File: config.mk
export PLATFORM = sky130hd
export DESIGN_NAME = fepc_top
export DESIGN_NICKNAME = d
export VERILOG_FILES = /design/src/rtl/fepc_pkg.sv /design/src/rtl/fepc_timer.sv /design/src/rtl/fepc_top.sv
export SDC_FILE = /design/constraint.sdc
export NUM_CORES = 1
export LEC_CHECK = 0
export CAP_MARGIN = 10
export CORE_ASPECT_RATIO = 1.5
export CORE_MARGIN = 4
export CORE_UTILIZATION = 52
export DETAILED_ROUTE_END_ITERATION = 8
export DONT_BUFFER_PORTS = 1
export PLACE_DENSITY = 0.67
export SLEW_MARGIN = 0
export SYNTH_ARGS = -nofsm -noshare
export SYNTH_HDL_FRONTEND = slang
export SYNTH_SLANG_ARGS = --single-unit
File: constraint.sdc
create_clock -name sys_clk_in -period 3.1 [get_ports sys_clk_in]
set_input_delay 0.31 -clock sys_clk_in [delete_from_list [all_inputs] [get_ports sys_clk_in]]
set_output_delay 0.31 -clock sys_clk_in [all_outputs]
set_load 0.02 [all_outputs]
File: src/rtl/fepc_pkg.sv
// constants shared by the flash/eeprom program controller
package fepc_pkg;
  // ----------------------------------------------------------------
  // register addresses on the special-function-register bus
  // ----------------------------------------------------------------
  localparam logic [7:0] FEPC_ADDR_MODE = 8'hea;
  localparam logic [7:0] FEPC_ADDR_CMD = 8'heb;
  localparam logic [7:0] FEPC_ADDR_STATUS = 8'hec;
  localparam logic [7:0] FEPC_ADDR_TIME = 8'hed;
  localparam logic [7:0] FEPC_ADDR_LOW = 8'hf2;
  localparam logic [7:0] FEPC_ADDR_MID = 8'hf3;
  localparam logic [7:0] FEPC_ADDR_HIGH = 8'hf4;
  localparam logic [7:0] FEPC_ADDR_DATA = 8'hf5;
  // ----------------------------------------------------------------
  // reset values
  // ----------------------------------------------------------------
  localparam logic [7:0] FEPC_RST_MODE = 8'h00;
  localparam logic [7:0] FEPC_RST_CMD = 8'h03;
  localparam logic [7:0] FEPC_RST_STATUS = 8'h80;
  localparam logic [7:0] FEPC_RST_ZERO = 8'h00;
  // ----------------------------------------------------------------
  // mode register fields
  // ----------------------------------------------------------------
  localparam int FEPC_MODE_FLASH = 7;
  localparam int FEPC_MODE_EEPROM = 6;
  localparam int FEPC_MODE_PGM = 5;
  localparam int FEPC_MODE_ERASE = 4;
  localparam int FEPC_MODE_PBUF = 3;
  localparam int FEPC_MODE_OTP = 2;
  localparam int FEPC_MODE_VFY = 1;
  localparam int FEPC_MODE_ENABLE = 0;
  // ----------------------------------------------------------------
  // command register fields
  // ----------------------------------------------------------------
  localparam int FEPC_CMD_BULK_FLASH = 7;
  localparam int FEPC_CMD_BULK_EEPROM = 6;
  localparam int FEPC_CMD_EXIT1 = 5;
  localparam int FEPC_CMD_EXIT0 = 4;
  localparam int FEPC_CMD_WRITE = 3;
  localparam int FEPC_CMD_READ = 2;
  localparam int FEPC_CMD_CTRL_RST_N = 1;
  localparam int FEPC_CMD_PBUF_RST_N = 0;
  // ----------------------------------------------------------------
  // status register fields
  // ----------------------------------------------------------------
  localparam int FEPC_ST_DONE = 7;
  localparam int FEPC_ST_VPASS = 6;
  localparam int FEPC_ST_IRQ = 3;
  localparam int FEPC_ST_WRITE_MODE_FLAG = 2;
  localparam int FEPC_ST_ERASE_MODE_FLAG = 1;
  localparam int FEPC_ST_VERIFY_MODE_FLAG = 0;
  // ----------------------------------------------------------------
  // unlock keys and memory geometry
  // ----------------------------------------------------------------
  localparam logic [7:0] FEPC_EE_KEY1 = 8'ha5;
  localparam logic [7:0] FEPC_EE_KEY2 = 8'h5a;
  localparam logic [15:0] FEPC_FL_ADDR1 = 16'hf555;
  localparam logic [15:0] FEPC_FL_ADDR2 = 16'hfaaa;
  localparam logic [7:0] FEPC_FL_KEY1 = 8'haa;
  localparam logic [7:0] FEPC_FL_KEY2 = 8'h55;
  localparam logic [7:0] FEPC_FL_KEY3 = 8'ha5;
  localparam int FEPC_FLASH_PAGE_BITS = 7;
  localparam int FEPC_EE_PAGE_BITS = 4;
  // ----------------------------------------------------------------
  // timing
  // ----------------------------------------------------------------
  localparam int FEPC_CLK_DIV = 128;
  localparam int FEPC_TIMER_BITS = 10;
  localparam int FEPC_PAGE_SHIFT = 1;
  localparam int FEPC_BULK_SHIFT = 2;
  // ----------------------------------------------------------------
  // controller states
  // ----------------------------------------------------------------
  typedef enum logic [5:0] {
    FEPC_IDLE = 6'b000001,
    FEPC_PE = 6'b000010,
    FEPC_VRD = 6'b000100,
    FEPC_VCAP = 6'b001000,
    FEPC_BRD = 6'b010000,
    FEPC_BCAP = 6'b100000
  } fepc_state_t;
endpackage

File: src/rtl/fepc_timer.sv
// program/erase timer: prescaler and 10-bit tick counter
`timescale 1ns/10ps
module fepc_timer
  import fepc_pkg::*;
#(
  parameter int DIV = fepc_pkg::FEPC_CLK_DIV
)
(
  input wire logic sys_clk_in,
  input wire logic reset_in,
  input wire logic start_in,
  input wire logic abort_in,
  input wire logic bulk_in,
  input wire logic [7:0] limit_in,
  output logic done_out
);
  import fepc_pkg::*;
  localparam int PW = $clog2(DIV);
  localparam logic [PW-1:0] PRE_LAST = PW'(DIV - 1);
  logic [PW-1:0] pre_q;
  logic [FEPC_TIMER_BITS-1:0] cnt_q;
  logic [FEPC_TIMER_BITS-1:0] last_q;
  logic run_q;
  logic tick;
  logic [FEPC_TIMER_BITS:0] ticks;
  // ----------------------------------------------------------------
  // end count: (limit+1) scaled by 2 for page, 4 for bulk, minus one
  // ----------------------------------------------------------------
  // done is decoded, not registered, so the caller's level ends on the exact count
  always_comb
  begin
    ticks = (11'(limit_in) + 11'd1) << (bulk_in ? FEPC_BULK_SHIFT : FEPC_PAGE_SHIFT);
    tick = run_q && (pre_q == PRE_LAST);
    done_out = tick && (cnt_q == last_q);
  end
  // prescaler and counter both restart with the operation
  always_ff @(posedge sys_clk_in)
  begin
    if (reset_in || abort_in)
    begin
      pre_q <= '0;
      cnt_q <= '0;
      run_q <= 1'b0;
      last_q <= '0;
    end
    else if (start_in)
    begin
      pre_q <= '0;
      cnt_q <= '0;
      run_q <= 1'b1;
      last_q <= ticks[FEPC_TIMER_BITS-1:0] - 10'd1;
    end
    else
    begin
      if (run_q)
        pre_q <= pre_q + PW'(1);
      if (tick)
      begin
        if (cnt_q == last_q)
          run_q <= 1'b0;
        else
          cnt_q <= cnt_q + 10'd1;
      end
    end
  end
endmodule // fepc_timer

File: src/rtl/fepc_top.sv
// flash/eeprom program, erase, verify and byte access controller
// What this block does
// done flag clears at start, sets at end
// status flag shows auto-verify pass or fail
// request bit set when an operation completes
// status shows write, erase, verify mode
// address registers write-only, reads give checksum
// program/erase ignores in-page address bits
// auto-verify increments address by one
// no mode: read/write move data byte
// a5 then 5a to data unlocks eeprom
// 10-bit timer ticks at clock/128
// timer cleared when operation starts
// timer end count from time register
// page operation lasts (t+1)*2*128 clocks
// bulk erase lasts (t+1)*4*128 clocks
// software loads c3h at 20 MHz
// flash 128 Kbyte, 128-byte pages
// eeprom 4 Kbyte, 16-byte pages
// in-system programming runs over debugger link
// host enables debug before reading flash
// verify start bit clears after one clock
// only exit bits 11 leave program mode
// program/erase only with enable bit set
// aa/55/a5 write sequence unlocks flash
`timescale 1ns/10ps
module fepc_top
  import fepc_pkg::*;
(
  input wire logic sys_clk_in,
  input wire logic reset_in,
  input wire logic [7:0] sfr_addr_in,
  input wire logic sfr_wr_in,
  input wire logic sfr_rd_in,
  input wire logic [7:0] sfr_wdata_in,
  output logic [7:0] sfr_rdata_out,
  input wire logic xwr_in,
  input wire logic [15:0] xaddr_in,
  input wire logic [7:0] xdata_in,
  input wire logic [7:0] mem_rdata_in,
  input wire logic mem_verify_ok_in,
  output logic [23:0] mem_addr_out,
  output logic [7:0] mem_wdata_out,
  output logic mem_rd_out,
  output logic mem_wr_out,
  output logic mem_prog_out,
  output logic mem_erase_out,
  output logic mem_bulk_out,
  output logic mem_flash_sel_out,
  output logic mem_eeprom_sel_out,
  output logic mem_otp_sel_out,
  output logic mem_pbuf_sel_out,
  output logic mem_pbuf_reset_out
);
  import fepc_pkg::*;
  // ----------------------------------------------------------------
  // register state
  // ----------------------------------------------------------------
  logic [7:0] mode_q;
  logic [7:0] cmd_q;
  logic [7:0] time_q;
  logic [7:0] data_q;
  logic [23:0] addr_q;
  logic [23:0] sum_q;
  logic done_q;
  logic vpass_q;
  logic irq_q;
  logic fl_unlock_q;
  logic ee_unlock_q;
  logic [1:0] fl_step_q;
  logic ee_key_q;
  fepc_state_t state_q;
  logic timer_done;
  // ----------------------------------------------------------------
  // decode helpers
  // ----------------------------------------------------------------
  function automatic logic wr_to(input logic [7:0] a);
    wr_to = sfr_wr_in && (sfr_addr_in == a);
  endfunction
  function automatic logic [23:0] page_mask(input logic ee);
    page_mask = ee ? ~24'(2**FEPC_EE_PAGE_BITS - 1) : ~24'(2**FEPC_FLASH_PAGE_BITS - 1);
  endfunction
  logic sel_ee;
  logic pgm_mode;
  logic ers_mode;
  logic vfy_mode;
  logic no_mode;
  logic unlocked;
  logic go_write;
  logic go_read;
  logic pe_start;
  logic v_start;
  logic abort;
  logic v_last;
  logic done_set;
  always_comb
  begin
    sel_ee = mode_q[FEPC_MODE_EEPROM] && !mode_q[FEPC_MODE_FLASH];
    pgm_mode = mode_q[FEPC_MODE_PGM] && !mode_q[FEPC_MODE_VFY];
    ers_mode = mode_q[FEPC_MODE_ERASE] && !mode_q[FEPC_MODE_VFY];
    vfy_mode = mode_q[FEPC_MODE_VFY] && (mode_q[FEPC_MODE_PGM] || mode_q[FEPC_MODE_ERASE]);
    no_mode = !mode_q[FEPC_MODE_PGM] && !mode_q[FEPC_MODE_ERASE] && !mode_q[FEPC_MODE_VFY];
    unlocked = sel_ee ? ee_unlock_q : fl_unlock_q;
    go_write = cmd_q[FEPC_CMD_WRITE] && (state_q == FEPC_IDLE);
    go_read = cmd_q[FEPC_CMD_READ] && (state_q == FEPC_IDLE);
    pe_start = go_write && (pgm_mode || ers_mode) && mode_q[FEPC_MODE_ENABLE] && unlocked;
    v_start = go_read && vfy_mode;
    abort = !cmd_q[FEPC_CMD_CTRL_RST_N];
    // verify stops once the next address leaves the page
    v_last = (((addr_q + 24'd1) & ~page_mask(sel_ee)) == 24'd0);
    done_set = timer_done || ((state_q == FEPC_VCAP) && v_last);
  end
  // ----------------------------------------------------------------
  // timed program/erase
  // ----------------------------------------------------------------
  fepc_timer #(
    .DIV(FEPC_CLK_DIV)
  ) fepc_timer_inst (
    .sys_clk_in(sys_clk_in),
    .reset_in(reset_in),
    .start_in(pe_start),
    .abort_in(abort),
    .bulk_in(cmd_q[FEPC_CMD_BULK_FLASH] || cmd_q[FEPC_CMD_BULK_EEPROM]),
    .limit_in(time_q),
    .done_out(timer_done)
  );
  // ----------------------------------------------------------------
  // mode, time and command registers
  // ----------------------------------------------------------------
  always_ff @(posedge sys_clk_in)
  begin
    if (reset_in)
    begin
      mode_q <= FEPC_RST_MODE;
      time_q <= FEPC_RST_ZERO;
    end
    else
    begin
      if (wr_to(FEPC_ADDR_MODE))
        mode_q <= sfr_wdata_in;
      if (wr_to(FEPC_ADDR_TIME))
        time_q <= sfr_wdata_in;
    end
  end
  // strobe bits fall back to idle one clock after they are written
  always_ff @(posedge sys_clk_in)
  begin
    if (reset_in)
      cmd_q <= FEPC_RST_CMD;
    else if (wr_to(FEPC_ADDR_CMD))
      cmd_q <= sfr_wdata_in;
    else
    begin
      cmd_q[FEPC_CMD_EXIT1] <= 1'b0;
      cmd_q[FEPC_CMD_EXIT0] <= 1'b0;
      cmd_q[FEPC_CMD_WRITE] <= 1'b0;
      cmd_q[FEPC_CMD_READ] <= 1'b0;
      cmd_q[FEPC_CMD_CTRL_RST_N] <= 1'b1;
      cmd_q[FEPC_CMD_PBUF_RST_N] <= 1'b1;
    end
  end
  // ----------------------------------------------------------------
  // unlock sequences
  // ----------------------------------------------------------------
  // any stray write restarts the flash sequence, so partial keys expire
  always_ff @(posedge sys_clk_in)
  begin
    if (reset_in)
    begin
      fl_step_q <= 2'd0;
      fl_unlock_q <= 1'b0;
    end
    else if (cmd_q[FEPC_CMD_EXIT1] && cmd_q[FEPC_CMD_EXIT0])
    begin
      fl_step_q <= 2'd0;
      fl_unlock_q <= 1'b0;
    end
    else if (xwr_in)
    begin
      fl_step_q <= 2'd0;
      if (fl_step_q == 2'd0 && xaddr_in == FEPC_FL_ADDR1 && xdata_in == FEPC_FL_KEY1)
        fl_step_q <= 2'd1;
      else if (fl_step_q == 2'd1 && xaddr_in == FEPC_FL_ADDR2 && xdata_in == FEPC_FL_KEY2)
        fl_step_q <= 2'd2;
      else if (fl_step_q == 2'd2 && xaddr_in == FEPC_FL_ADDR1 && xdata_in == FEPC_FL_KEY3)
        fl_unlock_q <= 1'b1;
    end
  end
  // eeprom key rides on data register writes
  always_ff @(posedge sys_clk_in)
  begin
    if (reset_in)
    begin
      ee_key_q <= 1'b0;
      ee_unlock_q <= 1'b0;
    end
    else if (cmd_q[FEPC_CMD_EXIT1] && cmd_q[FEPC_CMD_EXIT0])
    begin
      ee_key_q <= 1'b0;
      ee_unlock_q <= 1'b0;
    end
    else if (wr_to(FEPC_ADDR_DATA))
    begin
      ee_key_q <= (sfr_wdata_in == FEPC_EE_KEY1);
      if (ee_key_q && sfr_wdata_in == FEPC_EE_KEY2)
        ee_unlock_q <= 1'b1;
    end
  end
  // ----------------------------------------------------------------
  // sequencer
  // ----------------------------------------------------------------
  always_ff @(posedge sys_clk_in)
  begin
    if (reset_in || abort)
      state_q <= FEPC_IDLE;
    else
    begin
      case (state_q)
        FEPC_IDLE:
        begin
          if (pe_start)
            state_q <= FEPC_PE;
          else if (v_start)
            state_q <= FEPC_VRD;
          else if (go_read && no_mode)
            state_q <= FEPC_BRD;
        end
        FEPC_PE:
          if (timer_done)
            state_q <= FEPC_IDLE;
        FEPC_VRD:
          state_q <= FEPC_VCAP;
        FEPC_VCAP:
          state_q <= v_last ? FEPC_IDLE : FEPC_VRD;
        FEPC_BRD:
          state_q <= FEPC_BCAP;
        FEPC_BCAP:
          state_q <= FEPC_IDLE;
        default:
          state_q <= FEPC_IDLE;
      endcase
    end
  end
  // address: software writes, verify walks it one byte at a time
  always_ff @(posedge sys_clk_in)
  begin
    if (reset_in)
      addr_q <= 24'h000000;
    else if (wr_to(FEPC_ADDR_LOW))
      addr_q[7:0] <= sfr_wdata_in;
    else if (wr_to(FEPC_ADDR_MID))
      addr_q[15:8] <= sfr_wdata_in;
    else if (wr_to(FEPC_ADDR_HIGH))
      addr_q[23:16] <= sfr_wdata_in;
    else if (state_q == FEPC_VCAP)
      addr_q <= addr_q + 24'd1;
  end
  // data register: software writes, byte read loads it
  always_ff @(posedge sys_clk_in)
  begin
    if (reset_in)
      data_q <= FEPC_RST_ZERO;
    else if (wr_to(FEPC_ADDR_DATA))
      data_q <= sfr_wdata_in;
    else if (state_q == FEPC_BCAP)
      data_q <= mem_rdata_in;
  end
  // checksum over verified bytes, cleared by page-buffer-reset strobe only while the page-buffer mode bit is set
  always_ff @(posedge sys_clk_in)
  begin
    if (reset_in)
      sum_q <= 24'h000000;
    else if (!cmd_q[FEPC_CMD_PBUF_RST_N] && mode_q[FEPC_MODE_PBUF])
      sum_q <= 24'h000000;
    else if (state_q == FEPC_VCAP)
      sum_q <= sum_q + {16'h0000, mem_rdata_in};
  end
  // ----------------------------------------------------------------
  // status flags
  // ----------------------------------------------------------------
  // completion set wins over a software clear in the same cycle
  always_ff @(posedge sys_clk_in)
  begin
    if (reset_in)
    begin
      done_q <= 1'b1;
      vpass_q <= 1'b0;
      irq_q <= 1'b0;
    end
    else
    begin
      if (pe_start || v_start)
        done_q <= 1'b0;
      else if (done_set || abort)
        done_q <= 1'b1;
      if (v_start)
        vpass_q <= 1'b1;
      else if (state_q == FEPC_VCAP && !mem_verify_ok_in)
        vpass_q <= 1'b0;
      else if (wr_to(FEPC_ADDR_STATUS))
        vpass_q <= sfr_wdata_in[FEPC_ST_VPASS];
      if (done_set)
        irq_q <= 1'b1;
      else if (sfr_rd_in && sfr_addr_in == FEPC_ADDR_STATUS)
        irq_q <= 1'b0;
      else if (wr_to(FEPC_ADDR_STATUS) && !sfr_wdata_in[FEPC_ST_IRQ])
        irq_q <= 1'b0;
    end
  end
  // ----------------------------------------------------------------
  // read data, registered on the read strobe
  // ----------------------------------------------------------------
  always_ff @(posedge sys_clk_in)
  begin
    if (reset_in)
      sfr_rdata_out <= 8'h00;
    else if (sfr_rd_in)
    begin
      case (sfr_addr_in)
        FEPC_ADDR_MODE: sfr_rdata_out <= mode_q;
        FEPC_ADDR_CMD: sfr_rdata_out <= cmd_q;
        FEPC_ADDR_STATUS:
          sfr_rdata_out <= {done_q, vpass_q, 2'b00, irq_q,
                            pgm_mode, ers_mode, vfy_mode};
        FEPC_ADDR_TIME: sfr_rdata_out <= time_q;
        FEPC_ADDR_LOW: sfr_rdata_out <= sum_q[7:0];
        FEPC_ADDR_MID: sfr_rdata_out <= sum_q[15:8];
        FEPC_ADDR_HIGH: sfr_rdata_out <= sum_q[23:16];
        FEPC_ADDR_DATA: sfr_rdata_out <= data_q;
        default: sfr_rdata_out <= 8'h00;
      endcase
    end
  end
  // ----------------------------------------------------------------
  // memory array controls
  // ----------------------------------------------------------------
  // program/erase level lasts exactly as long as the timer runs
  always_ff @(posedge sys_clk_in)
  begin
    if (reset_in || abort)
    begin
      mem_prog_out <= 1'b0;
      mem_erase_out <= 1'b0;
      mem_bulk_out <= 1'b0;
    end
    else if (pe_start)
    begin
      mem_prog_out <= pgm_mode;
      mem_erase_out <= ers_mode;
      mem_bulk_out <= ers_mode && (cmd_q[FEPC_CMD_BULK_FLASH] || cmd_q[FEPC_CMD_BULK_EEPROM]);
    end
    else if (timer_done)
    begin
      mem_prog_out <= 1'b0;
      mem_erase_out <= 1'b0;
      mem_bulk_out <= 1'b0;
    end
  end
  // address, strobes and selects
  always_ff @(posedge sys_clk_in)
  begin
    if (reset_in)
    begin
      mem_addr_out <= 24'h000000;
      mem_wdata_out <= 8'h00;
      mem_rd_out <= 1'b0;
      mem_wr_out <= 1'b0;
      mem_flash_sel_out <= 1'b0;
      mem_eeprom_sel_out <= 1'b0;
      mem_otp_sel_out <= 1'b0;
      mem_pbuf_sel_out <= 1'b0;
      mem_pbuf_reset_out <= 1'b0;
    end
    else
    begin
      mem_addr_out <= (pgm_mode || ers_mode) ? (addr_q & page_mask(sel_ee)) : addr_q;
      mem_wdata_out <= data_q;
      mem_rd_out <= (state_q == FEPC_VRD) || (state_q == FEPC_BRD);
      mem_wr_out <= go_write && no_mode;
      mem_flash_sel_out <= mode_q[FEPC_MODE_FLASH];
      mem_eeprom_sel_out <= mode_q[FEPC_MODE_EEPROM];
      mem_otp_sel_out <= mode_q[FEPC_MODE_OTP];
      mem_pbuf_sel_out <= mode_q[FEPC_MODE_PBUF];
      mem_pbuf_reset_out <= !cmd_q[FEPC_CMD_PBUF_RST_N] && !mode_q[FEPC_MODE_PBUF];
    end
  end
endmodule // fepc_top

# [Yosys cells after proc, flatten, opt, wreduce, memory -nomap -nowiden]
# Cells that the tools add are included.
# W data, S select, Z words.
[classes] add_sub_neg=6 eq_ne=30 n_shift=1 muxes=36 bitwise=9 n_reduce_logical=80
[ops] cell="$eq A8 B8 Y1 const B" count=11
[ops] cell="$pmux W8 S8" count=1
[ops] cell="$and A24 B24 Y24" count=2
[ops] cell="$mux W24" count=2
[ops] cell="$mux W8" count=6
[ops] cell="$logic_and A1 B1 Y1" count=39
[ops] cell="$eq A16 B16 Y1 const B" count=2
[ops] cell="$shl A11 B32 Y10" count=1
[ops] cell="$pmux W6 S5" count=1
[ops] cell="$add A24 B1 Y24 const B" count=1
[ops] cell="$add A24 B8 Y24" count=1
[ops] cell="$logic_not A24 Y1" count=1
[ops] cell="$mux W6" count=4
[ops] cell="$not A24 Y24" count=1
[ops] cell="$eq A8 B7 Y1 const B" count=2
[ops] cell="$mux W1" count=16
[ops] cell="$mux W16" count=1
[ops] cell="$reduce_bool A2 Y1" count=8
[ops] cell="$add A10 B1 Y10 const B" count=1
[ops] cell="$eq A10 B10 Y1" count=1
[ops] cell="$sub A10 B1 Y10 const B" count=1
[ops] cell="$add A8 B1 Y9 const B" count=1
[ops] cell="$logic_not A1 Y1" count=9
[ops] cell="$reduce_and A3 Y1" count=3
[ops] cell="other kinds (22)" count=46
[word_totals] ff_bits=172 input_bits=54

# [Depth between registers and ports, before layout]
# Gate-level depths: netlist of run 1.
[logic_depth] ltp_word=11 ltp_mapped=9 ltp_nobuf=8

# [Cells and area by module]
# From an unflattened synthesis of run 1, not the netlist that was laid out.
[unflattened] cells_unflattened=1032 hier_area_um2=8953.6
[modules_own_cells] module="fepc_top" instances=1 cells_per_inst=813 area_each_um2=7168.1
[modules_own_cells] module="fepc_timer" instances=1 cells_per_inst=219 area_each_um2=1785.5

# [Worst setup path after synthesis of run 1]
# Ideal clock, no wire load.
[synth_path] kind="flip-flop to flip-flop" from="reg time_q[1]" to="reg fepc_timer_inst.last_q[9]" setup_time_ns=0.062 arrival_ns=2.398 setup_slack_ns=0.640 path_stages_with_launch=9 path_cell_list="dfxtp_1 -> ha_1 -> clkbuf_1 -> xor2_1 -> or2_1 -> a2111oi_1 -> nand3_1 -> or4_1 -> nand3_1"
[synth_between] elab_chain_len=3
[synth_lines] item="from (decl)" line="fepc_top.sv:61" text="logic [7:0] time_q;"
[synth_lines] item="from (signal assigned)" line="fepc_top.sv:142" text="time_q <= sfr_wdata_in;"
[synth_lines] item="$add A8 B1 Y9" line="fepc_timer.sv:32" text="ticks = (11'(limit_in) + 11'd1) << (bulk_in ? FEPC_BULK_SHIFT : FEPC_PAGE_SHIFT);"
[synth_lines] item="$shl A11 B32 Y10" line="fepc_timer.sv:32"
[synth_lines] item="$sub A10 B1 Y10" line="fepc_timer.sv:51" text="last_q <= ticks[FEPC_TIMER_BITS-1:0] - 10'd1;"
[synth_lines] item="to (signal assigned)" line="fepc_timer.sv:51"
[synth_lines] item="to (decl)" line="fepc_timer.sv:22" text="logic [FEPC_TIMER_BITS-1:0] last_q;"
# Every way passes these cells.
# A chain may end at the register's enable or synchronous reset.

# [Worst setup path in the final report of run 1]
[layout_path] from="reg time_q[0]" to="reg fepc_timer_inst.last_q[9]"
# Same word-level chain as after synthesis.

==> results of run 1 <==
[metal layers]
metal  wire length (um)  vias up  share of wire
met5                  0        -              0
met4               1000        0          0.039
met3               1730       70          0.068
met2              12900      318           0.51
met1               9740     3774           0.38
li1                   -     3777              -
[final timing paths]
kind                          endpoint  slack (ns)  cells past startpoint
min                          time_q[3]        0.03                      2
max          fepc_timer_inst.last_q[9]        0.52                      8
max reg2reg  fepc_timer_inst.last_q[9]        0.52                      8
min reg2reg                   ee_key_q        0.46                      2
[critical path, stage by stage (launching register included)]
cell and delay [ns]:
dfxtp_1 0.52, ha_1 0.38, xor2_1 0.20, or2_1 0.30, a2111oi_1 0.27, buf_4 0.19, nand3_1 0.09, or4_1 0.47
nand3_1 0.09
[area by class of cell]
class                      count  area, um^2  area share
inverter                      13        48.8     0.00517
clock buffer                  19         453      0.0479
tap                          206         258      0.0273
clock inverter                13         108      0.0114
sequential                   172        3440       0.365
timing repair buffer          23         208      0.0220
multi-input combinational    791        4930       0.522
[cells by family after synthesis]
family / count (synthesis)
AOI/OAI and AO/OA: 248
adders and majority gates: 13
and+or+nand+nor: 457
muxes: 24
buffers and inverters: 86
DFF: 172
xor gates and xnor gates: 49
[through the flow]
| stage | instances | setup WS [ns] |
|---|---|---|
| 2_1_floorplan | 1049 | 0.640 |
| 3_3_place_gp | 1198 | 0.602 |
| 3_5_place_dp | 1198 | 0.552 |
| 4_1_cts | 1237 | 0.529 |
| 5_1_grt | 1237 | 0.269 |
| 6_report | 1237 | 0.522 |
[state kept, by name, indices dropped and copies added (netlist names), 2 cells and up]
register                count
mem_wdata_out               8
sum_q                      24
mode_q                      8
sfr_rdata_out               8
fepc_timer_inst.cnt_q      10
fepc_timer_inst.last_q     10
fl_step_q                   2
time_q                      8
cmd_q                       8
state_q                     6
mem_addr_out               24
fepc_timer_inst.pre_q       7
data_q                      8
addr_q                     24
[synthesized netlist by cell type (4+ instances only)]
| library cell | count |
|---|---|
| a211oi_1 | 22 |
| a21oi_1 | 73 |
| a221oi_1 | 9 |
| a22o_1 | 13 |
| a22oi_1 | 5 |
| a311oi_1 | 7 |
| a31oi_1 | 13 |
| a32oi_1 | 4 |
| and2_1 | 14 |
| and3_1 | 16 |
| and4_1 | 7 |
| and4b_1 | 5 |
| buf_2 | 6 |
| clkbuf_1 | 64 |
| dfxtp_1 | 172 |
| ha_1 | 12 |
| inv_1 | 12 |
| mux2i_1 | 22 |
| nand2_1 | 89 |
| nand2b_1 | 11 |
| nand3_1 | 66 |
| nand3b_1 | 5 |
| nand4_1 | 24 |
| nor2_1 | 97 |
| nor2b_1 | 35 |
| nor3_1 | 21 |
| nor4_1 | 17 |
| nor4bb_1 | 7 |
| o211ai_1 | 10 |
| o21a_1 | 5 |
| o21ai_0 | 33 |
| o21ai_1 | 12 |
| o22ai_1 | 7 |
| o31ai_1 | 4 |
| or3_1 | 15 |
| xnor2_1 | 14 |
| xor2_1 | 35 |
[where the power goes]
group | total [uW] | switching (uW) | internal (uW)
clock network | 2020 | 939 | 1080
registers | 2220 | 4.53 | 2210
logic | 130 | 84.5 | 45.8
total | 4370 | 1030 | 3340
==> impl_metrics.toml, run 1 <==
[outcome]
status = "finished clean"

[grt]
grt-ovfl-total = 0
grt_max_degree = 78
antenna_found_initial = 0
grt_pass1_vias = 7455
grt_pass1_wl_um = 40700
grt_usage = 0.269
gr-usage-met1 = 0.319
met3_usage = 0.0599
grt.busiest_layer = "met2"
use_met2 = 0.462

[critical_path]
critPathCaptureType = "flip-flop"
cp_max_fo = 11
cp-start-kind = "flip-flop"
path_class = "flip-flop to flip-flop"
reg2reg_from = "time_q[0]"
startpoint = "time_q[0]"
critPathArrivalTime_ns = 2.94
crit_required_ns = 3.46

[route]
wire_per_inst_um = 20.5
via_per_inst = 6.42
dr.pass1.iters = 6
drc = 0
vias = 7939
wl_um = 25400
drt-initial-drc-count = 654
ant_nets = 0

[power]
p_total_uw = 4370
cellPowerDensity_nw_per_um2 = 462
leakagePower_uw = 0.00329
ir_drop_mv = 0.360

[clock_tree]
root_buffer = "clkbuf_16"
cts.sinks = 172
cts_hold_buf = 7
cts_resized = 0
cts_setup_buffers = 0
cts_tree = "built"
htree_levels = 4
clock_path_buffers = 2
cts_buffers = 17
clock_latency_ns = 0.43
cts.reportedPaths.clkPinSlew_ns = 0.06

[placement]
gp_congestion = 0.947
io_buffers = 0
dpl_cell_area_um2 = 8800
dp_hpwl_um = 18200

[cells_and_area]
fin_area_um2 = 9450
final_core_util = 0.578
final_cell_mix = "172 x dfxtp_1, 97 x nor2_1, 89 x nand2_1, 73 x a21oi_1, 66 x nand3_1"
final_common_cell = "dfxtp_1"
fin_nets = 1085
antenna_cells = 0
syn_to_final_growth_pct = 8.55
fillers = 1521
layout-drive-gt1-share = 0.0611

[die]
die_w_um = 114
start_util = 0.533
io-pin-count = 104
die_area_um2 = 18900
floorplan.core_area_um2 = 16300
die_y_um = 166
rows = 57

[synthesis]
synth_compound_area_frac = 0.190
synth_edf_count = 0
yosysSeqAreaShare = 0.396
synth_area_leaders = "dfxtp_1 40%, a21oi_1 4.2%, nor2_1 4.2%"
synth_adder_area_share = 0.0196
ys_seq_elements = 172
synthSimpleGateAreaFrac = 0.280
synth_mux_area_frac = 0.0279
syn_area_um2 = 8700
synth_top_area_frac = 0.396
avgSynthCellArea_um2 = 8.30
synth_top_area_cell = "dfxtp_1"
syn_inst = 1049
yosys_warnings = 0
synth_ff_type = "dfxtp_1"
synth-xor-area-share = 0.0493
synth.distinct_cells = 79
synth_nets = 1116
synthArstFlopShare = 0
synth_top_family_by_area = "simple AND/OR/NAND/NOR gates"

[sta]
whs_ns = 0.0276
finalHoldViolCount = 0
rsz0062_at_grt = "no"
fmax_mhz = 388
drv_slew = 0
slew-limit-headroom = 0.398
tightestPinTransition_ns = 0.899
finalSetupViolCount = 0
fin_crit_ns = 2.58
tns_ns = 0
fin_crit_sh = 0.832
clock_skew_ns = 0.00918

[flow_run]
cap_violations = 0

[worst_hold_path]
hold_start = "sfr_wdata_in[3]"
hold_class = "input port to flip-flop"
Note: power is estimated with default switching activity, not from simulation.
==> run 2, diff against run 1 <==
- PLACE_DENSITY: 0.67 -> 0.7
- clock period: 3.1 -> 2.3 ns (I/O delays scaled with it)
==> impl_metrics.toml, run 2 (synthesized netlist as in run 1, its figures left out) <==
[outcome]
status = "finished clean"

[cells_and_area]
reg_top3 = "addr_q (24), mem_addr_out (24), sum_q (24)"
layout-drive-gt1-share = 0.117
fin_nets = 1136
fillers = 1430
stdcell_count = 1287
final_common_cell = "dfxtp_1"
final_cell_mix = "170 x dfxtp_1, 97 x nor2_1, 89 x nand2_1, 68 x a21oi_1, 66 x nand3_1"
final_core_util = 0.609
antenna_cells = 0
syn_to_final_growth_pct = 14.4

[critical_path]
r2r_slack_ns = 0.03
cp_max_fo = 6
slowest_delay_ns = 0.38
path_cells = "or3_4 > buf_6 > nor4b_4 > and4b_2 > nand4_1 > buf_6 > or3_4 > a21oi_2"
critPathArrivalTime_ns = 2.64
cpMaxStageDelayCell = "or3_4"
reg2reg_depth = 8
crit_family = "simple AND/OR/NAND/NOR gates"
crit_required_ns = 2.67
path_buf_inv = 2
rr_endpoint = "sum_q[22]"
path_class = "flip-flop to flip-flop"
critPathCaptureType = "flip-flop"
cp-start-kind = "flip-flop"
reg2reg_from = "state_q[5]"

[sta]
clock_skew_ns = 0.0141
fmax_mhz = 440
drv_slew = 0
fin_crit_sh = 0.989
tightestPinTransition_ns = 0.720
finalHoldViolCount = 0
fin_crit_ns = 2.27
rsz0062_at_grt = "yes"
slew-limit-headroom = 0.516
setup_slack_ns = 0.0262
finalSetupViolCount = 0

[placement]
io_buffers = 0
dp_hpwl_um = 18500
placed_cells = 1239
gp_congestion = 0.955
place_ws_ns = -0.0200

[route]
dr.pass1.iters = 8
ant_nets = 0
drc = 0
drt-initial-drc-count = 789
vias = 8239
via_per_inst = 6.40
wl_um = 26500
wire_per_inst_um = 20.6

[worst_hold_path]
hold_class = "input port to flip-flop"
hold_start = "xwr_in"
holdPathEnd = "fl_step_q[0]"
hold_depth = 2

[clock_tree]
root_buffer = "clkbuf_16"
clock_latency_ns = 0.43
cts.reportedPaths.clkPinSlew_ns = 0.07
cts_buffers = 17
cts_tree = "built"
cts.sinks = 172
htree_levels = 4
clock_path_buffers = 2

[grt]
grt-ovfl-total = 0
use_met2 = 0.476
met3_usage = 0.0570
grt_pass1_wl_um = 41900
grt_usage = 0.276
gr-usage-met1 = 0.317
grt.busiest_layer = "met2"
grt_pass1_vias = 7835
grt_max_degree = 79
antenna_found_initial = 0

[power]
p_total_uw = 6050
seqPwrFrac = 0.493
cellPowerDensity_nw_per_um2 = 608
pwr-share-clk = 0.469
p_int_uw = 4650
switchingPower_uw = 1400
ir_drop_mv = 0.549
comb_power_share = 0.038
leakagePower_uw = 0.00356
power.share.switching = 0.231

[die]
rows = 57
die_w_um = 114
io-pin-count = 104
floorplan.core_area_um2 = 16300
start_util = 0.533
die_area_um2 = 18900
die_y_um = 166

[flow_run]
cap_violations = 0
run 2: worst max path at each step:
stage	cells past startpoint	startpoint	slack, ns	endpoint
final	8	state_q[5]	0.03	sum_q[22]
after global routing	8	state_q[5]	-0.06	sum_q[22]
after CTS	6	state_q[5]	0.02	addr_q[3]
after detailed placement	5	state_q[5]	-0.02	addr_q[14]
after global placement	6	state_q[0]	0.03	addr_q[16]
after floorplan	8	state_q[0]	0.01	addr_q[16]
run 2: per-layer routing:
metal,part of all wire,vias to the layer above
met5,0,-
met4,0.055,0
met3,0.078,101
met2,0.50,387
met1,0.37,3882
li1,-,3869
run 2: cell type report:
type | count | area, um^2 | share of cell area
clock inverters | 14 | 145 | 0.0146
inverters | 13 | 48.8 | 0.00490
repair buffers | 74 | 634 | 0.0637
flip-flops and latches | 172 | 3450 | 0.346
clock buffers | 17 | 425 | 0.0427
well taps | 206 | 258 | 0.0259
multi-input cells | 791 | 4990 | 0.502
run 2: power groups by stage:
stage               Sequential (uW)  Clock (uW)  Combinational, uW
finish                         2990        2840                230
detailed placement             3050           0                150
global route                   2980        2990                243
CTS                            2990        2860                221
floorplan                      3050           0                152
global placement               3050           0                150
run 2: through the flow:
step	TNS, ns	area (um^2)	hold slack, ns
finish	0	9950	0.0116
global route	-0.319	9950	0.0105
CTS	0	9840	0.00108
detailed placement	-0.0422	9120	0.322
global placement	0	9120	0.314
floorplan	0	8710	0.401
run 2: worst register-to-register path, stage by stage, from the launching register on:
cell and delay, ns:
dfxtp_2 0.34, or3_4 0.38, buf_6 0.14, nor4b_4 0.23, and4b_2 0.30, nand4_1 0.17
buf_6 0.18, or3_4 0.36, a21oi_2 0.11
run 2: timing repair:
action,in CTS,in global routing
hold buffers,11,0
endpoints found under the setup margin,4,34
hold endpoints to repair,94,0
buffers inserted,2,3
gates resized for setup,0,22
pin swaps,1,6
gates cloned,0,1
==> run 3, diff against run 2 <==
- GPL_TIMING_DRIVEN: not set -> 0
==> impl_metrics.toml, run 3 (synthesized netlist as in run 1, its figures left out) <==
[critical_path]
slowest_delay_ns = 0.41
cp_max_fo = 5
crit_top_cell = "or3_4"
cpMaxStageDelayCell = "or3_4"
crit_required_ns = 2.66
cp-start-kind = "flip-flop"
critPathCaptureType = "flip-flop"
path_class = "flip-flop to flip-flop"
path_cells = "or3_4 > nor4b_4 > buf_4 > and4b_2 > nand4_1 > clkbuf_8 > or3_4 > a21oi_2"
critPathArrivalTime_ns = 2.72

[grt]
antenna_found_initial = 0
grt_pass1_wl_um = 43600
met3_usage = 0.0610
gr-usage-met1 = 0.329
grt-ovfl-total = 0
use_met2 = 0.482
grt_usage = 0.288
grt_pass1_vias = 8268
grt.busiest_layer = "met2"
grt_max_degree = 17

[clock_tree]
cts.reportedPaths.clkPinSlew_ns = 0.07
htree_levels = 4
cts_tree = "built"
clock_latency_ns = 0.43
root_buffer = "clkbuf_16"
clock_path_buffers = 2
cts.sinks = 172
cts_buffers = 17

[power]
ir_drop_mv = 0.450
p_total_uw = 6270
leakagePower_uw = 0.00354
cellPowerDensity_nw_per_um2 = 623

[route]
vias = 8343
dr.pass1.iters = 5
drt-initial-drc-count = 793
ant_nets = 0
wl_um = 27500
wire_per_inst_um = 21.1
via_per_inst = 6.39
drc = 0

[sta]
tns_ns = -0.113
fin_crit_sh = 1.02
finalSetupViolCount = 6
finalHoldViolCount = 0
drv_slew = 0
fin_crit_ns = 2.35
slew-limit-headroom = 0.399
setup_slack_ns = -0.0515
clock_skew_ns = 0.00990
rsz0062_at_grt = "yes"
fmax_mhz = 425
tightestPinTransition_ns = 0.894

[cells_and_area]
antenna_cells = 0
stdcell_count = 1306
fin_nets = 1154
syn_to_final_growth_pct = 15.7
final_common_cell = "dfxtp_1"
final_cell_mix = "166 x dfxtp_1, 96 x nor2_1, 88 x nand2_1, 66 x a21oi_1, 64 x nand3_1"
reg_top3 = "addr_q (24), mem_addr_out (24), sum_q (24)"
layout-drive-gt1-share = 0.125

[die]
die_w_um = 114
floorplan.core_area_um2 = 16300
die_y_um = 166
rows = 57
io-pin-count = 104
start_util = 0.533
die_area_um2 = 18900

[placement]
dp_hpwl_um = 19700
io_buffers = 0
gp_congestion = 0.967
placed_cells = 1256

[outcome]
status = "finished with violations"
violations = "negative setup slack"

[worst_hold_path]
hold_class = "input port to flip-flop"

[flow_run]
cap_violations = 0
==> run 3: worst max-delay path, delay by kind of cell (launching register included) <==
kind | cells | cell delay, ns
AOI/OAI and AO/OA | 1 | 0.14
buffers and inverters | 2 | 0.40
DFF | 1 | 0.33
and+or+nand+nor | 5 | 1.41
==> run 3: power breakdown <==
group | switching, uW | internal [uW] | leakage (uW)
clock network | 1260 | 1780 | 0.000307
registers | 5.73 | 2980 | 0.00139
logic | 181 | 66.6 | 0.00185
==> run 3: per-stage QoR <==
| stage | hold WS (ns) | worst slack, ns | utilization | area (um^2) |
|---|---|---|---|---|
| 3_3_place_gp | 0.408 | -0.359 | 0.549 | 8970 |
| 2_1_floorplan | 0.401 | 0.0120 | - | 8710 |
| 3_5_place_dp | 0.423 | -0.415 | 0.549 | 8970 |
| 4_1_cts | 0.0129 | -0.151 | 0.605 | 9880 |
| 6_report | 0.0159 | -0.0515 | 0.616 | 10100 |
| 5_1_grt | 0.0315 | -0.0956 | 0.616 | 10100 |
==> run 3: layout make-up <==
class                   instances  area [um^2]
fillers                      1427         6260
multi-input cells             791         5170
flip-flops and latches        172         3450
clock buffers                  20          457
plain buffers                  67          319
well taps                     206          258
repair buffers                 25          200
clock inverters                12          160
inverters                      13         48.8
==> run 3: final timing paths <==
check                                     to  slack (ns)       start  cells after the start
worst max-delay path               sum_q[21]       -0.05  state_q[1]                      8
worst min-delay path            fl_step_q[1]        0.02      xwr_in                      3
worst max register to register     sum_q[21]       -0.05  state_q[1]                      8
worst min register to register      ee_key_q        0.46    ee_key_q                      2
==> run 3: routing by layer <==
| metal | wire [um] | vias up | share of wire |
|---|---|---|---|
| met4 | 1710 | 0 | 0.062 |
| met2 | 13600 | 348 | 0.49 |
| met5 | 0 | - | 0 |
| met1 | 10400 | 3995 | 0.38 |
| li1 | - | 3900 | - |
| met3 | 1780 | 100 | 0.065 |
==> run 3: what timing repair did <==
action / in CTS / in global routing
hold buffers: 1 / 0
setup endpoints to repair: 56 / 62
resized for setup: 47 / 50
endpoints found under the hold margin: 1 / 0
buffers inserted: 16 / 6
pin swaps: 18 / 13
cloned: 1 / 0
